`config.mk`:
```
export PLATFORM = sky130hd
export DESIGN_NAME = period_match_timer8
export DESIGN_NICKNAME = d
export VERILOG_FILES = /design/src/rtl/pmt_pkg.sv /design/src/rtl/pmt_tick_gen.sv /design/src/rtl/period_match_timer8.sv
export VERILOG_INCLUDE_DIRS = /design/src /design/src/rtl
export SDC_FILE = /design/constraint.sdc
export NUM_CORES = 1
export LEC_CHECK = 0
export ABC_AREA = 0
export ABC_CLOCK_PERIOD_IN_PS = 3400
export BUFFER_PORTS_ARGS = -buffer_cell sky130_fd_sc_hd__buf_2
export CAP_MARGIN = 20
export CORE_ASPECT_RATIO = 1.1
export CORE_MARGIN = 2
export CORE_UTILIZATION = 51
export DETAILED_ROUTE_END_ITERATION = 10
export PLACE_DENSITY = 0.88
export SETUP_SLACK_MARGIN = 0.4
export SLEW_MARGIN = 20
export SYNTH_ARGS = -nofsm -noshare
export SYNTH_HDL_FRONTEND = slang
export SYNTH_HIERARCHICAL = 1
export SYNTH_SLANG_ARGS = --single-unit
```
`constraint.sdc`:
```
create_clock -name clk_sys -period 3.4 [get_ports clk_sys]
set_clock_uncertainty 0.1 [all_clocks]
set_input_delay 0.51 -clock clk_sys [delete_from_list [all_inputs] [get_ports clk_sys]]
set_output_delay 0.51 -clock clk_sys [all_outputs]
set_load 0.01 [all_outputs]
```
`src/rtl/pmt_cfg.svh`:
```
/*
  Register offsets, field positions, reset values and timing counts of the
  period match timer. Included by the design modules and the testbench.
*/
`ifndef PMT_CFG_SVH
`define PMT_CFG_SVH

// ----------------------------------------------------------------
// Register map (byte addresses)
// ----------------------------------------------------------------
`define OFS_COUNT       12'h000
`define OFS_PERIOD      12'h004
`define OFS_CONTROL     12'h008
`define OFS_IRQ_FLAG    12'h00c
`define OFS_IRQ_ENABLE  12'h010
`define OFS_SLEEP       12'h014

// ----------------------------------------------------------------
// Control fields
// ----------------------------------------------------------------
`define CTL_POST_HI     6
`define CTL_POST_LO     3
`define CTL_RUN_BIT     2
`define CTL_PRE_HI      1
`define CTL_PRE_LO      0
`define CTL_WR_MASK     8'h7f

// ----------------------------------------------------------------
// Reset values
// ----------------------------------------------------------------
`define RST_COUNT       8'h00
`define RST_PERIOD      8'hff
`define RST_CONTROL     8'h00

// ----------------------------------------------------------------
// Timing: instruction clock is a quarter of the system clock
// ----------------------------------------------------------------
`define INSN_DIV        4
`define PRE_DIV_1       6'h00
`define PRE_DIV_4       6'h03
`define PRE_DIV_16      6'h0f
`define PRE_DIV_64      6'h3f

`endif

```
`src/rtl/pmt_pkg.sv`:
```
/*
  Types shared by the period match timer modules.
  Uses no macros from pmt_cfg.svh.
*/
package pmt_pkg;
  typedef logic [7:0] byte_t;
  typedef logic [1:0] pre_sel_t;
  typedef logic [3:0] post_sel_t;
  typedef enum logic [1:0] {
    PH_IDLE  = 2'b00,
    PH_WRITE = 2'b01,
    PH_READ  = 2'b10
  } bus_phase_t;
endpackage

```
`src/rtl/pmt_tick_gen.sv`:
```
/*
  Instruction clock and prescaler: emits one tick per 1, 4, 16 or 64 counted instruction edges.
  Assumes a single system clock and a synchronous clear from the owner.
*/
`include "pmt_cfg.svh"

module pmt_tick_gen (
  // Clock and reset
  input  wire logic              clk_sys,
  input  wire logic              rst,
  // Control
  input  wire logic              run,
  input  wire logic              clear,
  input  wire pmt_pkg::pre_sel_t pre_sel,
  // Output
  output logic                   tick
);
  import pmt_pkg::*;

  logic [1:0] insn_r;
  logic [5:0] pre_r;
  logic [5:0] pre_lim;
  logic       insn_edge;

  // ----------------------------------------------------------------
  // Prescale limit decode
  // ----------------------------------------------------------------
  always_comb begin
    case (pre_sel)
      2'b00:   pre_lim = `PRE_DIV_1;
      2'b01:   pre_lim = `PRE_DIV_4;
      2'b10:   pre_lim = `PRE_DIV_16;
      default: pre_lim = `PRE_DIV_64;
    endcase
  end

  // Instruction clock keeps running; the scaler alone is cleared
  always_ff @(posedge clk_sys) begin
    if (rst) begin
      insn_r <= 2'h0;
    end else begin
      insn_r <= insn_r + 2'h1;
    end
  end

  assign insn_edge = (insn_r == 2'(`INSN_DIV - 1));

  always_ff @(posedge clk_sys) begin
    if (rst || clear) begin
      pre_r <= 6'h00;
    end else if (run && insn_edge) begin
      pre_r <= (pre_r >= pre_lim) ? 6'h00 : pre_r + 6'h01;
    end
  end

  assign tick = run && insn_edge && (pre_r >= pre_lim);

endmodule

```
`src/rtl/period_match_timer8.sv`:
```
/*
  Period match timer: 8-bit count, period compare, prescaler, postscaler,
  match flag with interrupt, AHB-Lite register slave.
  Assumes one AHB-Lite master with single word transfers, and a sleep
  level from the same clock domain.
*/
// The placing of the registers and the AHB-Lite register port are this design's own decisions.
//
// Contract
// - Timer clock is the instruction clock, a quarter of system clock.
// - Count starts at zero and increments on each prescaled tick.
// - Prescale codes divide by 1, 4, 16 and 64.
// - Count is compared with period every tick; equality is match.
// - On match the count returns to zero next tick.
// - Each match advances a 4-bit postscaler that sets the match flag.
// - Postscale ratio equals field value plus one.
// - Flag raises interrupt only while enabled; flag sets regardless.
// - Count and period are readable and writable at any time.
// - Reset clears count and loads period with all ones.
// - Count write, control write and reset clear both scalers.
// - Control write leaves the count unchanged.
// - Run bit starts and stops the timer; resets to zero.
// - Match pulse is synchronous with the system clock.
// - In sleep the timer halts and registers keep their values.
// - Control bit 7 ignores writes and reads zero.
// - Control holds postscale 6:3, run bit 2, prescale 1:0.
`include "pmt_cfg.svh"

module period_match_timer8 (
  // Clock and reset
  input  wire logic        clk_sys,
  input  wire logic        rst,
  // AHB-Lite slave
  input  wire logic        hsel,
  input  wire logic [11:0] haddr,
  input  wire logic [1:0]  htrans,
  input  wire logic        hwrite,
  input  wire logic [2:0]  hsize,
  input  wire logic [31:0] hwdata,
  input  wire logic        hready,
  output logic [31:0]      hrdata,
  output logic             hreadyout,
  output logic             hresp,
  // Power state
  input  wire logic        sleep,
  // Timer outputs
  output logic             period_match_pulse,
  output logic             irq
);
  import pmt_pkg::*;

  // ----------------------------------------------------------------
  // Registers
  // ----------------------------------------------------------------
  byte_t      timer_count_r;
  byte_t      timer_period_r;
  byte_t      scaler_control_r;
  logic       match_flag_r;
  logic       match_irq_enable_r;
  logic       sleep_r;
  post_sel_t  post_r;
  bus_phase_t phase_r;
  logic [11:0] addr_r;

  logic       run;
  logic       tick;
  logic       match;
  logic       post_done;
  logic       scaler_clear;
  logic       wr_count;
  logic       wr_period;
  logic       wr_control;
  logic       wr_flag;
  logic       wr_enable;
  logic       wr_sleep;
  logic       addr_ok;
  byte_t      wbyte;
  logic       match_flag_nxt;
  logic       match_irq_enable_nxt;

  function automatic logic hit(input logic [11:0] a, input logic [11:0] ofs);
    hit = (a == ofs);
  endfunction

  // ----------------------------------------------------------------
  // AHB-Lite address and data phase
  // ----------------------------------------------------------------
  assign addr_ok = hsel && hready && htrans[1];

  always_ff @(posedge clk_sys) begin
    if (rst) begin
      phase_r <= PH_IDLE;
      addr_r  <= 12'h000;
    end else if (hready) begin
      phase_r <= !addr_ok ? PH_IDLE : (hwrite ? PH_WRITE : PH_READ);
      addr_r  <= haddr;
    end
  end

  assign wbyte      = hwdata[7:0];
  assign wr_count   = (phase_r == PH_WRITE) && hit(addr_r, `OFS_COUNT);
  assign wr_period  = (phase_r == PH_WRITE) && hit(addr_r, `OFS_PERIOD);
  assign wr_control = (phase_r == PH_WRITE) && hit(addr_r, `OFS_CONTROL);
  assign wr_flag    = (phase_r == PH_WRITE) && hit(addr_r, `OFS_IRQ_FLAG);
  assign wr_enable  = (phase_r == PH_WRITE) && hit(addr_r, `OFS_IRQ_ENABLE);
  assign wr_sleep   = (phase_r == PH_WRITE) && hit(addr_r, `OFS_SLEEP);

  // Zero wait states; unmapped reads return zero, writes are dropped
  always_ff @(posedge clk_sys) begin
    if (rst) begin
      hreadyout <= 1'b1;
      hresp     <= 1'b0;
      hrdata    <= 32'h0000_0000;
    end else begin
      hreadyout <= 1'b1;
      hresp     <= 1'b0;
      hrdata    <= 32'h0000_0000;
      if (addr_ok && !hwrite) begin
        if (hit(haddr, `OFS_COUNT)) begin
          hrdata <= {24'h000000, timer_count_r};
        end else if (hit(haddr, `OFS_PERIOD)) begin
          hrdata <= {24'h000000, timer_period_r};
        end else if (hit(haddr, `OFS_CONTROL)) begin
          hrdata <= {24'h000000, 1'b0, scaler_control_r[6:0]};
        end else if (hit(haddr, `OFS_IRQ_FLAG)) begin
          hrdata <= {31'h00000000, match_flag_r};
        end else if (hit(haddr, `OFS_IRQ_ENABLE)) begin
          hrdata <= {31'h00000000, match_irq_enable_r};
        end else if (hit(haddr, `OFS_SLEEP)) begin
          hrdata <= {31'h00000000, sleep_r};
        end
      end
    end
  end

  // ----------------------------------------------------------------
  // Control and power registers
  // ----------------------------------------------------------------
  always_ff @(posedge clk_sys) begin
    if (rst) begin
      scaler_control_r <= `RST_CONTROL;
    end else if (wr_control) begin
      scaler_control_r <= wbyte & `CTL_WR_MASK;
    end
  end

  // Software sleep request ORed with the core's sleep level
  always_ff @(posedge clk_sys) begin
    if (rst) begin
      sleep_r <= 1'b0;
    end else if (wr_sleep) begin
      sleep_r <= wbyte[0];
    end
  end

  assign run = scaler_control_r[`CTL_RUN_BIT] && !sleep && !sleep_r;
  assign scaler_clear = wr_count || wr_control;

  pmt_tick_gen u_tick (
    .clk_sys (clk_sys),
    .rst     (rst),
    .run     (run),
    .clear   (scaler_clear),
    .pre_sel (scaler_control_r[`CTL_PRE_HI:`CTL_PRE_LO]),
    .tick    (tick)
  );

  // ----------------------------------------------------------------
  // Count, period and compare
  // ----------------------------------------------------------------
  assign match = tick && (timer_count_r == timer_period_r);

  always_ff @(posedge clk_sys) begin
    if (rst) begin
      timer_count_r <= `RST_COUNT;
    end else if (wr_count) begin
      timer_count_r <= wbyte;
    end else if (match) begin
      timer_count_r <= 8'h00;
    end else if (tick) begin
      timer_count_r <= timer_count_r + 8'h01;
    end
  end

  always_ff @(posedge clk_sys) begin
    if (rst) begin
      timer_period_r <= `RST_PERIOD;
    end else if (wr_period) begin
      timer_period_r <= wbyte;
    end
  end

  always_ff @(posedge clk_sys) begin
    if (rst) begin
      period_match_pulse <= 1'b0;
    end else begin
      period_match_pulse <= match;
    end
  end

  // ----------------------------------------------------------------
  // Postscaler and match flag
  // ----------------------------------------------------------------
  assign post_done = match && (post_r == scaler_control_r[`CTL_POST_HI:`CTL_POST_LO]);

  always_ff @(posedge clk_sys) begin
    if (rst || scaler_clear) begin
      post_r <= 4'h0;
    end else if (post_done) begin
      post_r <= 4'h0;
    end else if (match) begin
      post_r <= post_r + 4'h1;
    end
  end

  // Set beats a write-one clear in the same cycle
  always_ff @(posedge clk_sys) begin
    if (rst) begin
      match_flag_r <= 1'b0;
    end else if (post_done) begin
      match_flag_r <= 1'b1;
    end else if (wr_flag && wbyte[0]) begin
      match_flag_r <= 1'b0;
    end
  end

  always_ff @(posedge clk_sys) begin
    if (rst) begin
      match_irq_enable_r <= 1'b0;
    end else if (wr_enable) begin
      match_irq_enable_r <= wbyte[0];
    end
  end

  // Next values, so irq drops in the same cycle as a clear or mask
  assign match_flag_nxt       = post_done || (match_flag_r && !(wr_flag && wbyte[0]));
  assign match_irq_enable_nxt = wr_enable ? wbyte[0] : match_irq_enable_r;

  always_ff @(posedge clk_sys) begin
    if (rst) begin
      irq <= 1'b0;
    end else begin
      irq <= match_flag_nxt && match_irq_enable_nxt;
    end
  end

  // ----------------------------------------------------------------
  // Assertions
  // ----------------------------------------------------------------
  property p_match_clears;
    @(posedge clk_sys) disable iff (rst)
      (match && !wr_count) |=> (timer_count_r == 8'h00);
  endproperty
  a_match_clears: assert property (p_match_clears) else $error("count not cleared");

  property p_tick_incr;
    @(posedge clk_sys) disable iff (rst)
      (tick && !match && !wr_count) |=> (timer_count_r == $past(timer_count_r) + 8'h01);
  endproperty
  a_tick_incr: assert property (p_tick_incr) else $error("count did not step");

  property p_pulse;
    @(posedge clk_sys) disable iff (rst)
      match |=> period_match_pulse;
  endproperty
  a_pulse: assert property (p_pulse) else $error("match pulse missing");

  property p_stopped_hold;
    @(posedge clk_sys) disable iff (rst)
      (!run && !wr_count) |=> (timer_count_r == $past(timer_count_r)) && !period_match_pulse;
  endproperty
  a_stopped_hold: assert property (p_stopped_hold) else $error("count moved while stopped");

  property p_sleep_hold;
    @(posedge clk_sys) disable iff (rst)
      (sleep && !wr_count && !wr_period) |=> $stable(timer_count_r) && $stable(timer_period_r);
  endproperty
  a_sleep_hold: assert property (p_sleep_hold) else $error("register changed in sleep");

  property p_ctl_keeps_count;
    @(posedge clk_sys) disable iff (rst)
      (wr_control && !tick) |=> $stable(timer_count_r);
  endproperty
  a_ctl_keeps_count: assert property (p_ctl_keeps_count) else $error("control write hit count");

  property p_scaler_clear;
    @(posedge clk_sys) disable iff (rst)
      scaler_clear |=> (post_r == 4'h0);
  endproperty
  a_scaler_clear: assert property (p_scaler_clear) else $error("postscaler not cleared");

  property p_flag_set;
    @(posedge clk_sys) disable iff (rst)
      post_done |=> match_flag_r;
  endproperty
  a_flag_set: assert property (p_flag_set) else $error("flag not set");

  property p_irq_gate;
    @(posedge clk_sys) disable iff (rst)
      (match_flag_r && match_irq_enable_r) |-> irq;
  endproperty
  a_irq_gate: assert property (p_irq_gate) else $error("irq missing");

  property p_irq_masked;
    @(posedge clk_sys) disable iff (rst)
      !match_irq_enable_r |-> !irq;
  endproperty
  a_irq_masked: assert property (p_irq_masked) else $error("irq while masked");

  property p_bit7_zero;
    @(posedge clk_sys) disable iff (rst)
      1'b1 |-> !scaler_control_r[7];
  endproperty
  a_bit7_zero: assert property (p_bit7_zero) else $error("control bit 7 set");

  property p_irq_no_flag;
    @(posedge clk_sys) disable iff (rst)
      !match_flag_r |-> !irq;
  endproperty
  a_irq_no_flag: assert property (p_irq_no_flag) else $error("irq without flag");

  property p_pulse_only;
    @(posedge clk_sys) disable iff (rst)
      !match |=> !period_match_pulse;
  endproperty
  a_pulse_only: assert property (p_pulse_only) else $error("pulse without match");

  property p_count_idle;
    @(posedge clk_sys) disable iff (rst)
      (!tick && !wr_count) |=> $stable(timer_count_r);
  endproperty
  a_count_idle: assert property (p_count_idle) else $error("count moved without tick");

  property p_period_hold;
    @(posedge clk_sys) disable iff (rst)
      !wr_period |=> $stable(timer_period_r);
  endproperty
  a_period_hold: assert property (p_period_hold) else $error("period changed unwritten");

  property p_post_step;
    @(posedge clk_sys) disable iff (rst)
      (match && !post_done && !scaler_clear) |=> (post_r == $past(post_r) + 4'h1);
  endproperty
  a_post_step: assert property (p_post_step) else $error("postscaler did not step");

  c_match:    cover property (@(posedge clk_sys) disable iff (rst) match);
  c_flag:     cover property (@(posedge clk_sys) disable iff (rst) post_done && post_r != 4'h0);
  c_irq:      cover property (@(posedge clk_sys) disable iff (rst) $rose(irq));
  c_sleeping: cover property (@(posedge clk_sys) disable iff (rst)
                scaler_control_r[`CTL_RUN_BIT] && sleep);

endmodule

```
==> key figures, run 1 <==
Yosys
  • Synth warn: 6
  • Sequential share of the synthesized area: 36.8%
  • Post-synth top flop: dfxtp_1
  • Syn avg cell area: 8.95 µm²
  • Cells after synthesis: 377
  • Ys async rst share: 0%
  • Unique masters post-synth: 52
  • Synth Register Bits: 62
  • Number of synthesized flops with an enable pin: 0
  • Cell Area, Synth: 0.00337 mm²

Global routing
  • Initial antenna violation count: 0
  • Tot GR Track Use: 23.0%
  • First-pass GRT wire length: 12800 µm
  • Largest net degree at the start of global routing: 36
  • Vias in the first global route: 2690
  • Congestion Overflow GR: 0

Timing
  • Relative slew slack: 39.4%
  • Minimum clock period: 2730 ps
  • RSZ-0062 raised after global routing: false
  • Worst-margin pin slew: 902 ps
  • Setup TNS: 0 ps
  • Final Max Tran Viols: 0
  • Hold Vio Cnt, Final: 0
  • Timing-limited maximum frequency: 0.366 GHz
  • Hold WS: 307 ps
  • Final period util: 80.3%
  • Final setup violation count: 0

Setup path
  • Largest delay share family, worst path: simple AND/OR/NAND/NOR gates
  • CP bufs+invs: 1
  • Max incr delay on CP: 570 ps
  • CP Data Required Time: 3570 ps
  • Reg2reg setup slack: 670 ps
  • CP max-delay cell: or4_1
  • Crit path max fanout: 11
  • Crit path cell chain: or2_2 -> ha_1 -> nand2b_1 -> a21oi_1 -> o31ai_4 -> and2_4 -> inv_1 -> or4_1 -> a211oi_1
  • Crit Path Class: reg2reg
  • Arr. time, crit path: 2900 ps
  • Crit end category: register
  • Startpoint Class: register

Layout
  • Diode count: 0
  • Layout cells sized above 1: 16.7%
  • Layout area overhead: 11.2%
  • Nets: 470
  • Final cell count without fillers: 494

Clock network
  • Bufs on Longest Clock Path: 2
  • TritonCTS buffer count: 9
  • Hold-fix buffers, CTS: 0
  • CTS tree: done
  • H-tree depth: 3
  • Worst-skew pair later-pin latency: 350 ps
  • Clock Sinks: 62
  • Worst-path clk slew: 70 ps
  • Clk root buf: clkbuf_8

Route
  • WL final: 7850 µm
  • # DRC: 0
  • Via count: 2920
  • DR iter-0 viols: 213
  • Drt wl/cell: 15.9 µm
  • Routed vias/inst: 5.91
  • Routed Antenna Nets: 0
  • TritonRoute pass-1 iters: 5

Die
  • Chip width: 81.5 µm
  • Die ar.: 0.00728 mm²
  • Row count: 31
  • Core area: 0.00648 mm²
  • Starting Density: 52.1%
  • Num ports: 91
  • Die height: 89.3 µm

Outcome
  • Status: finished clean

Place
  • Dpl cells: 477
  • DP Wirelength: 5470 µm
  • Final Wtd Congestion: 0.853
  • Port buffer count: 36

Min path
  • Hold Path Class: in2reg

Job
  • # Max-Cap Violations: 0

Power
  • Max VDD drop: 0.000450 V
  • Lkg Pwr: 0.00148 µW
  • P per Cell Area: 440 mW/mm²
==> report_power, final <==
group / switching [µW] / internal (µW) / leakage [µW]
Sequential: 12.4 / 738 / 0.000503
Clock: 305 / 489 / 0.000116
Combinational: 67.5 / 39.0 / 0.000862
Total: 385 / 1270 / 0.00148
==> worst reg2reg max path: stages (launching register included) <==
cell and delay (ps):
dfxtp_1 370, or2_2 340, ha_1 290, nand2b_1 120, a21oi_1 100, o31ai_4 200
and2_4 260, inv_1 70, or4_1 570, a211oi_1 240
==> registers in the layout, summed over array words and instances (netlist names) <==
signal	flops
post_r	4
match_irq_enable_r	1
addr_r	12
match_flag_r	1
timer_period_r	8
period_match_pulse	1
sleep_r	1
hrdata	8
scaler_control_r	7
u_tick/insn_r	2
phase_r	2
irq	1
timer_count_r	8
u_tick/pre_r	6
==> through the flow <==
step	setup WS, ps	utilization, %	cell area, µm²	power, µW
2_1_floorplan	782	-	3460	855
3_3_place_gp	469	54.0	3500	866
3_5_place_dp	376	54.0	3500	871
4_1_cts	414	57.8	3740	1650
5_1_grt	536	57.9	3750	1690
6_report	670	57.9	3750	1650
==> per-layer routing <==
layer	vias up	track usage [%]	wire (µm)	share of wire, %
li1	1392	-	-	-
met1	1373	27.4	3200	41
met2	135	38.8	3950	50
met3	20	5.76	510	6.5
met4	0	10.6	195	2.5
met5	-	0	0	0
==> synthesized netlist by cell type, types with 2 or more instances <==
library cell / number / share of area [%]
nor2b_1: 8 / 1.5
o31ai_1: 3 / 0.67
nor4_1: 7 / 1.3
and4_1: 4 / 1.0
and3_1: 4 / 0.74
and2_2: 2 / 0.44
o41ai_1: 3 / 0.78
o21ai_0: 14 / 2.1
nand3_1: 5 / 0.74
nand4_1: 14 / 2.6
clkbuf_1: 15 / 1.7
nand2b_1: 2 / 0.37
inv_1: 12 / 1.3
a21oi_1: 14 / 2.1
mux2i_1: 27 / 8.0
nor2_1: 33 / 3.7
nand2_1: 21 / 2.3
nand4b_1: 2 / 0.52
xnor2_1: 16 / 4.2
nand3b_1: 2 / 0.44
nor3_1: 9 / 1.3
xor2_1: 5 / 1.3
a41oi_1: 6 / 1.6
dfxtp_1: 62 / 37
a2111oi_2: 2 / 0.89
nor4b_1: 7 / 1.8
o221ai_1: 2 / 0.52
conb_1: 2 / 0.22
ha_1: 8 / 3.0
a2111oi_1: 4 / 1.2
o211ai_1: 10 / 2.2
buf_2: 2 / 0.30
buf_4: 27 / 6.0
nor3b_1: 2 / 0.44
a31oi_1: 4 / 0.74
==> logic make-up after synthesis <==
group	count (synthesis)	share of synthesized area (%)
xor+xnor	21	5.45
other cells	2	0.223
flops	62	36.8
fa+ha+maj	8	2.97
buf+inv	57	9.42
simple gates	130	21.6
mux	28	8.68
compound gates	69	14.9
==> layout make-up <==
class                      count  area, µm²
fill                         541       2730
multi-input combinational    282       1910
sequential                    62       1240
timing repair buffer          40        210
clock buffer                   9        124
clock inverter                 7        123
tap                           82        103
inverter                      12       45.0
==> cells in the final DEF (no fill, tap or decap), types with 10 or more instances in the layout <==
master     n
a21oi_1   14
buf_2     36
conb_1    26
dfxtp_1   62
inv_1     12
mux2i_1   27
nand2_1   21
nand4_1   14
nor2_1    33
o211ai_1  10
o21ai_0   14
xnor2_1   16
==> path summary, 6_finish.rpt <==
check,startpoint,endpoint,depth (start not counted)
max,scaler_control_r[1],irq,9
min,haddr[6],addr_r[6],3
max reg2reg,scaler_control_r[1],irq,9
min reg2reg,u_tick/insn_r[0],u_tick/insn_r[0],1
==> repair_timing <==
item                       CTS  global route
resized for setup            1             0
pin swaps                    0             1
buffers inserted             0             1
hold endpoints to repair     0             0
setup endpoints to repair    1             5
Note: power is estimated with default switching activity, not from simulation.
==> run 2: changes to the inputs <==
Settings changed: ABC_CLOCK_PERIOD_IN_PS 3400 to 2500, CORE_UTILIZATION 51 to 48, PLACE_DENSITY 0.88 to 0.87.
Clock period 3.4 ns to 2.5 ns, I/O delays scaled along.
==> run 2 against run 1 <==
Non-clock buffer count grew 19. Count of clock-buffer cells in the layout grew 2. Utilization shrank 1.5 points. Fmax grew 19%. Critical endpoint unchanged. Sequential power grew 36%. First-iteration DRC count grew 32%. Routed wire length grew 3.9%. Register-to-register slack lost 460 ps. Die area grew 6.0%. Worst hold slack lost 120 ps. Via count grew 4.4%. Combinational power grew 39%.
==> key figures, run 2 (synthesis results as in run 1) <==
Route
  • # DRC: 0 (unchanged)
  • DR iter-0 viols: 281 (+32%)
  • WL final: 8160 µm (+3.9%)
  • Drt wl/cell: 15.8 µm (-0.49%)
  • Via count: 3049 (+4.4%)
  • Routed Antenna Nets: 0 (unchanged)
  • TritonRoute pass-1 iters: 5 (unchanged)
  • Routed vias/inst: 5.91 (about the same)

Timing
  • Relative slew slack: 48.9% (+9.4 points)
  • Final period util: 91.6% (+11 points)
  • Worst-margin pin slew: 761 ps (-141 ps)
  • Timing-limited maximum frequency: 0.437 GHz (+19%)
  • RSZ-0062 raised after global routing: true
  • Hold Vio Cnt, Final: 0 (unchanged)
  • Final setup violation count: 0 (unchanged)
  • Final Max Tran Viols: 0 (unchanged)
  • Minimum clock period: 2290 ps (-440 ps)

Layout
  • Diode count: 0 (unchanged)
  • Layout cells sized above 1: 23.2% (+6.5 points)
  • Number of flip-flops in the largest register: 12 (unchanged)
  • Area of the multi-input gates: 0.00196 mm² (+3.0%)
  • Filler cells: 595 (+10%)
  • Layout area overhead: 15.9%
  • Commonest non-fill, non-tap cell in the layout: dfxtp_1
  • Most frequent cells in the layout: dfxtp_1 (60), buf_2 (36), nor2_1 (33), mux2i_1 (27), conb_1 (26)
  • Nets: 489 (+4.0%)
  • Fin area: 0.00391 mm² (+4.2%)
  • FF/Latch Area: 0.00125 mm² (+0.40%)
  • Largest reg by FF count: addr_r

Power
  • Logic pwr share: 7.5% (+1.0 points)
  • Max VDD drop: 0.000462 V (+2.6%)
  • Switching share of total power: 26.2% (+2.8 points)
  • Int Power: 1470 µW (+16%)
  • Power, Total: 1990 µW (+21%)
  • P per Cell Area: 510 mW/mm² (+16%)
  • Clock Power Share: 41.4% (-6.7 points)
  • Flop pwr share: 51.1% (+5.6 points)
  • Lkg Pwr: 0.00157 µW (+6.0%)
  • Psw: 521 µW (+35%)

Global routing
  • Congestion Overflow GR: 0 (unchanged)
  • Tot GR Track Use: 21.6% (-1.4 points)
  • First-pass GRT wire length: 13500 µm (+5.4%)
  • Largest net degree at the start of global routing: 35 (-2.8%)
  • Vias in the first global route: 2890 (+7.4%)
  • Most used routing layer in global routing: met2
  • M3 GR Usage: 5.40% (-0.36 points)
  • Met1 layer usage reported by global route: 27.1% (-0.29 points)
  • Initial antenna violation count: 0 (unchanged)
  • Met2 Use GR: 36.9% (-2.0 points)

Clock network
  • H-tree depth: 3 (unchanged)
  • Clock Sinks: 62 (unchanged)
  • Clk root buf: clkbuf_8
  • Hold-fix buffers, CTS: 0 (unchanged)
  • Worst-path clk slew: 70 ps (about the same)
  • Bufs on Longest Clock Path: 2 (unchanged)
  • Worst-skew pair later-pin latency: 350 ps (about the same)
  • CTS tree: done
  • TritonCTS buffer count: 9 (unchanged)

Setup path
  • CP Data Required Time: 2670 ps (-900 ps)
  • Crit end category: register
  • Arr. time, crit path: 2460 ps (-440 ps)
  • Crit path max fanout: 8 (-3)
  • Crit Path Class: reg2reg
  • Startpoint Class: register

Die
  • Die height: 91.9 µm (+2.9%)
  • Starting Density: 48.7% (-3.4 points)
  • Chip width: 83.9 µm (+2.9%)
  • Core area: 0.00693 mm² (+6.9%)
  • Num ports: 91 (unchanged)
  • Row count: 32 (+3.2%)
  • Die ar.: 0.00771 mm² (+6.0%)

Place
  • Port buffer count: 36 (unchanged)
  • DP Wirelength: 5580 µm (+1.9%)
  • DP Area: 0.00365 mm² (+4.3%)
  • Final Wtd Congestion: 0.935 (+9.6%)

Min path
  • Hold Path Class: in2reg

Outcome
  • Status: finished clean

Job
  • # Max-Cap Violations: 0 (unchanged)
[run 2: cell count changes in the layout (fill, tap and decap cells not counted), sizes merged]
cell / change
buf: +19
bufinv: -3
clkbuf: +2
clkinv: +1
[run 2: power groups by stage]
stage | logic, µW | registers, µW | clock network, µW
floorplan | 126 | 1040 | 0
global placement | 142 | 1040 | 0
detailed placement | 146 | 1040 | 0
CTS | 147 | 1020 | 832
global route | 165 | 1020 | 876
finish | 149 | 1020 | 825
[run 2: worst paths after layout]
kind / startpoint / to / slack [ps] / cells after the start
min reg2reg: u_tick/insn_r[0] / u_tick/insn_r[0] / 330 / 1
min: haddr[10] / addr_r[10] / 180 / 3
max: scaler_control_r[0] / irq / 210 / 9
max reg2reg: scaler_control_r[0] / irq / 210 / 9
[run 2: worst max-delay path, cell delays in order (launching register included)]
cell,delay [ps]
dfxtp_2,330
or2_4,270
ha_4,260
nand2b_4,110
a21oi_4,50
o31ai_4,180
and2_4,210
inv_8,50
or4_4,440
a211oi_2,210
[run 2: routing by layer]
layer  up-vias  part of all wire (%)  wire length, µm
met4         0                   1.8              150
met1      1466                    42             3390
met2       135                    50             4090
li1       1429                     -                -
met3        19                   6.5              528
met5         -                     0                0
[run 2: repair_timing]
action                                 in CTS  in global routing
pin swaps                                   3                  5
buffers inserted                            6                  1
endpoints found under the hold margin       0                  0
gates resized for setup                     5                  3
setup endpoints to repair                  14                 15
[run 2: per-stage QoR]
| stage | utilization [%] | setup WS [ps] | setup TNS, ps | instances | hold slack (ps) |
|---|---|---|---|---|---|
| finish | 56.4 | 210 | 0 | 516 | 184 |
| global route | 56.4 | 144 | 0 | 516 | 195 |
| CTS | 56.2 | 202 | 0 | 515 | 175 |
| detailed placement | 52.6 | -5.71 | -5.71 | 493 | 322 |
| global placement | 52.6 | 26.3 | 0 | 493 | 306 |
| floorplan | - | 214 | 0 | 401 | 295 |
[run 2: cell type report]
cell class                      instances  share of cell area [%]
Clock buffer                           11                    3.87
Multi-Input combinational cell        282                    50.2
Clock inverter                          5                   0.864
Inverter                               12                    1.34
Sequential cell                        62                    31.9
Tap cell                               85                    2.72
Timing Repair Buffer                   59                    9.12
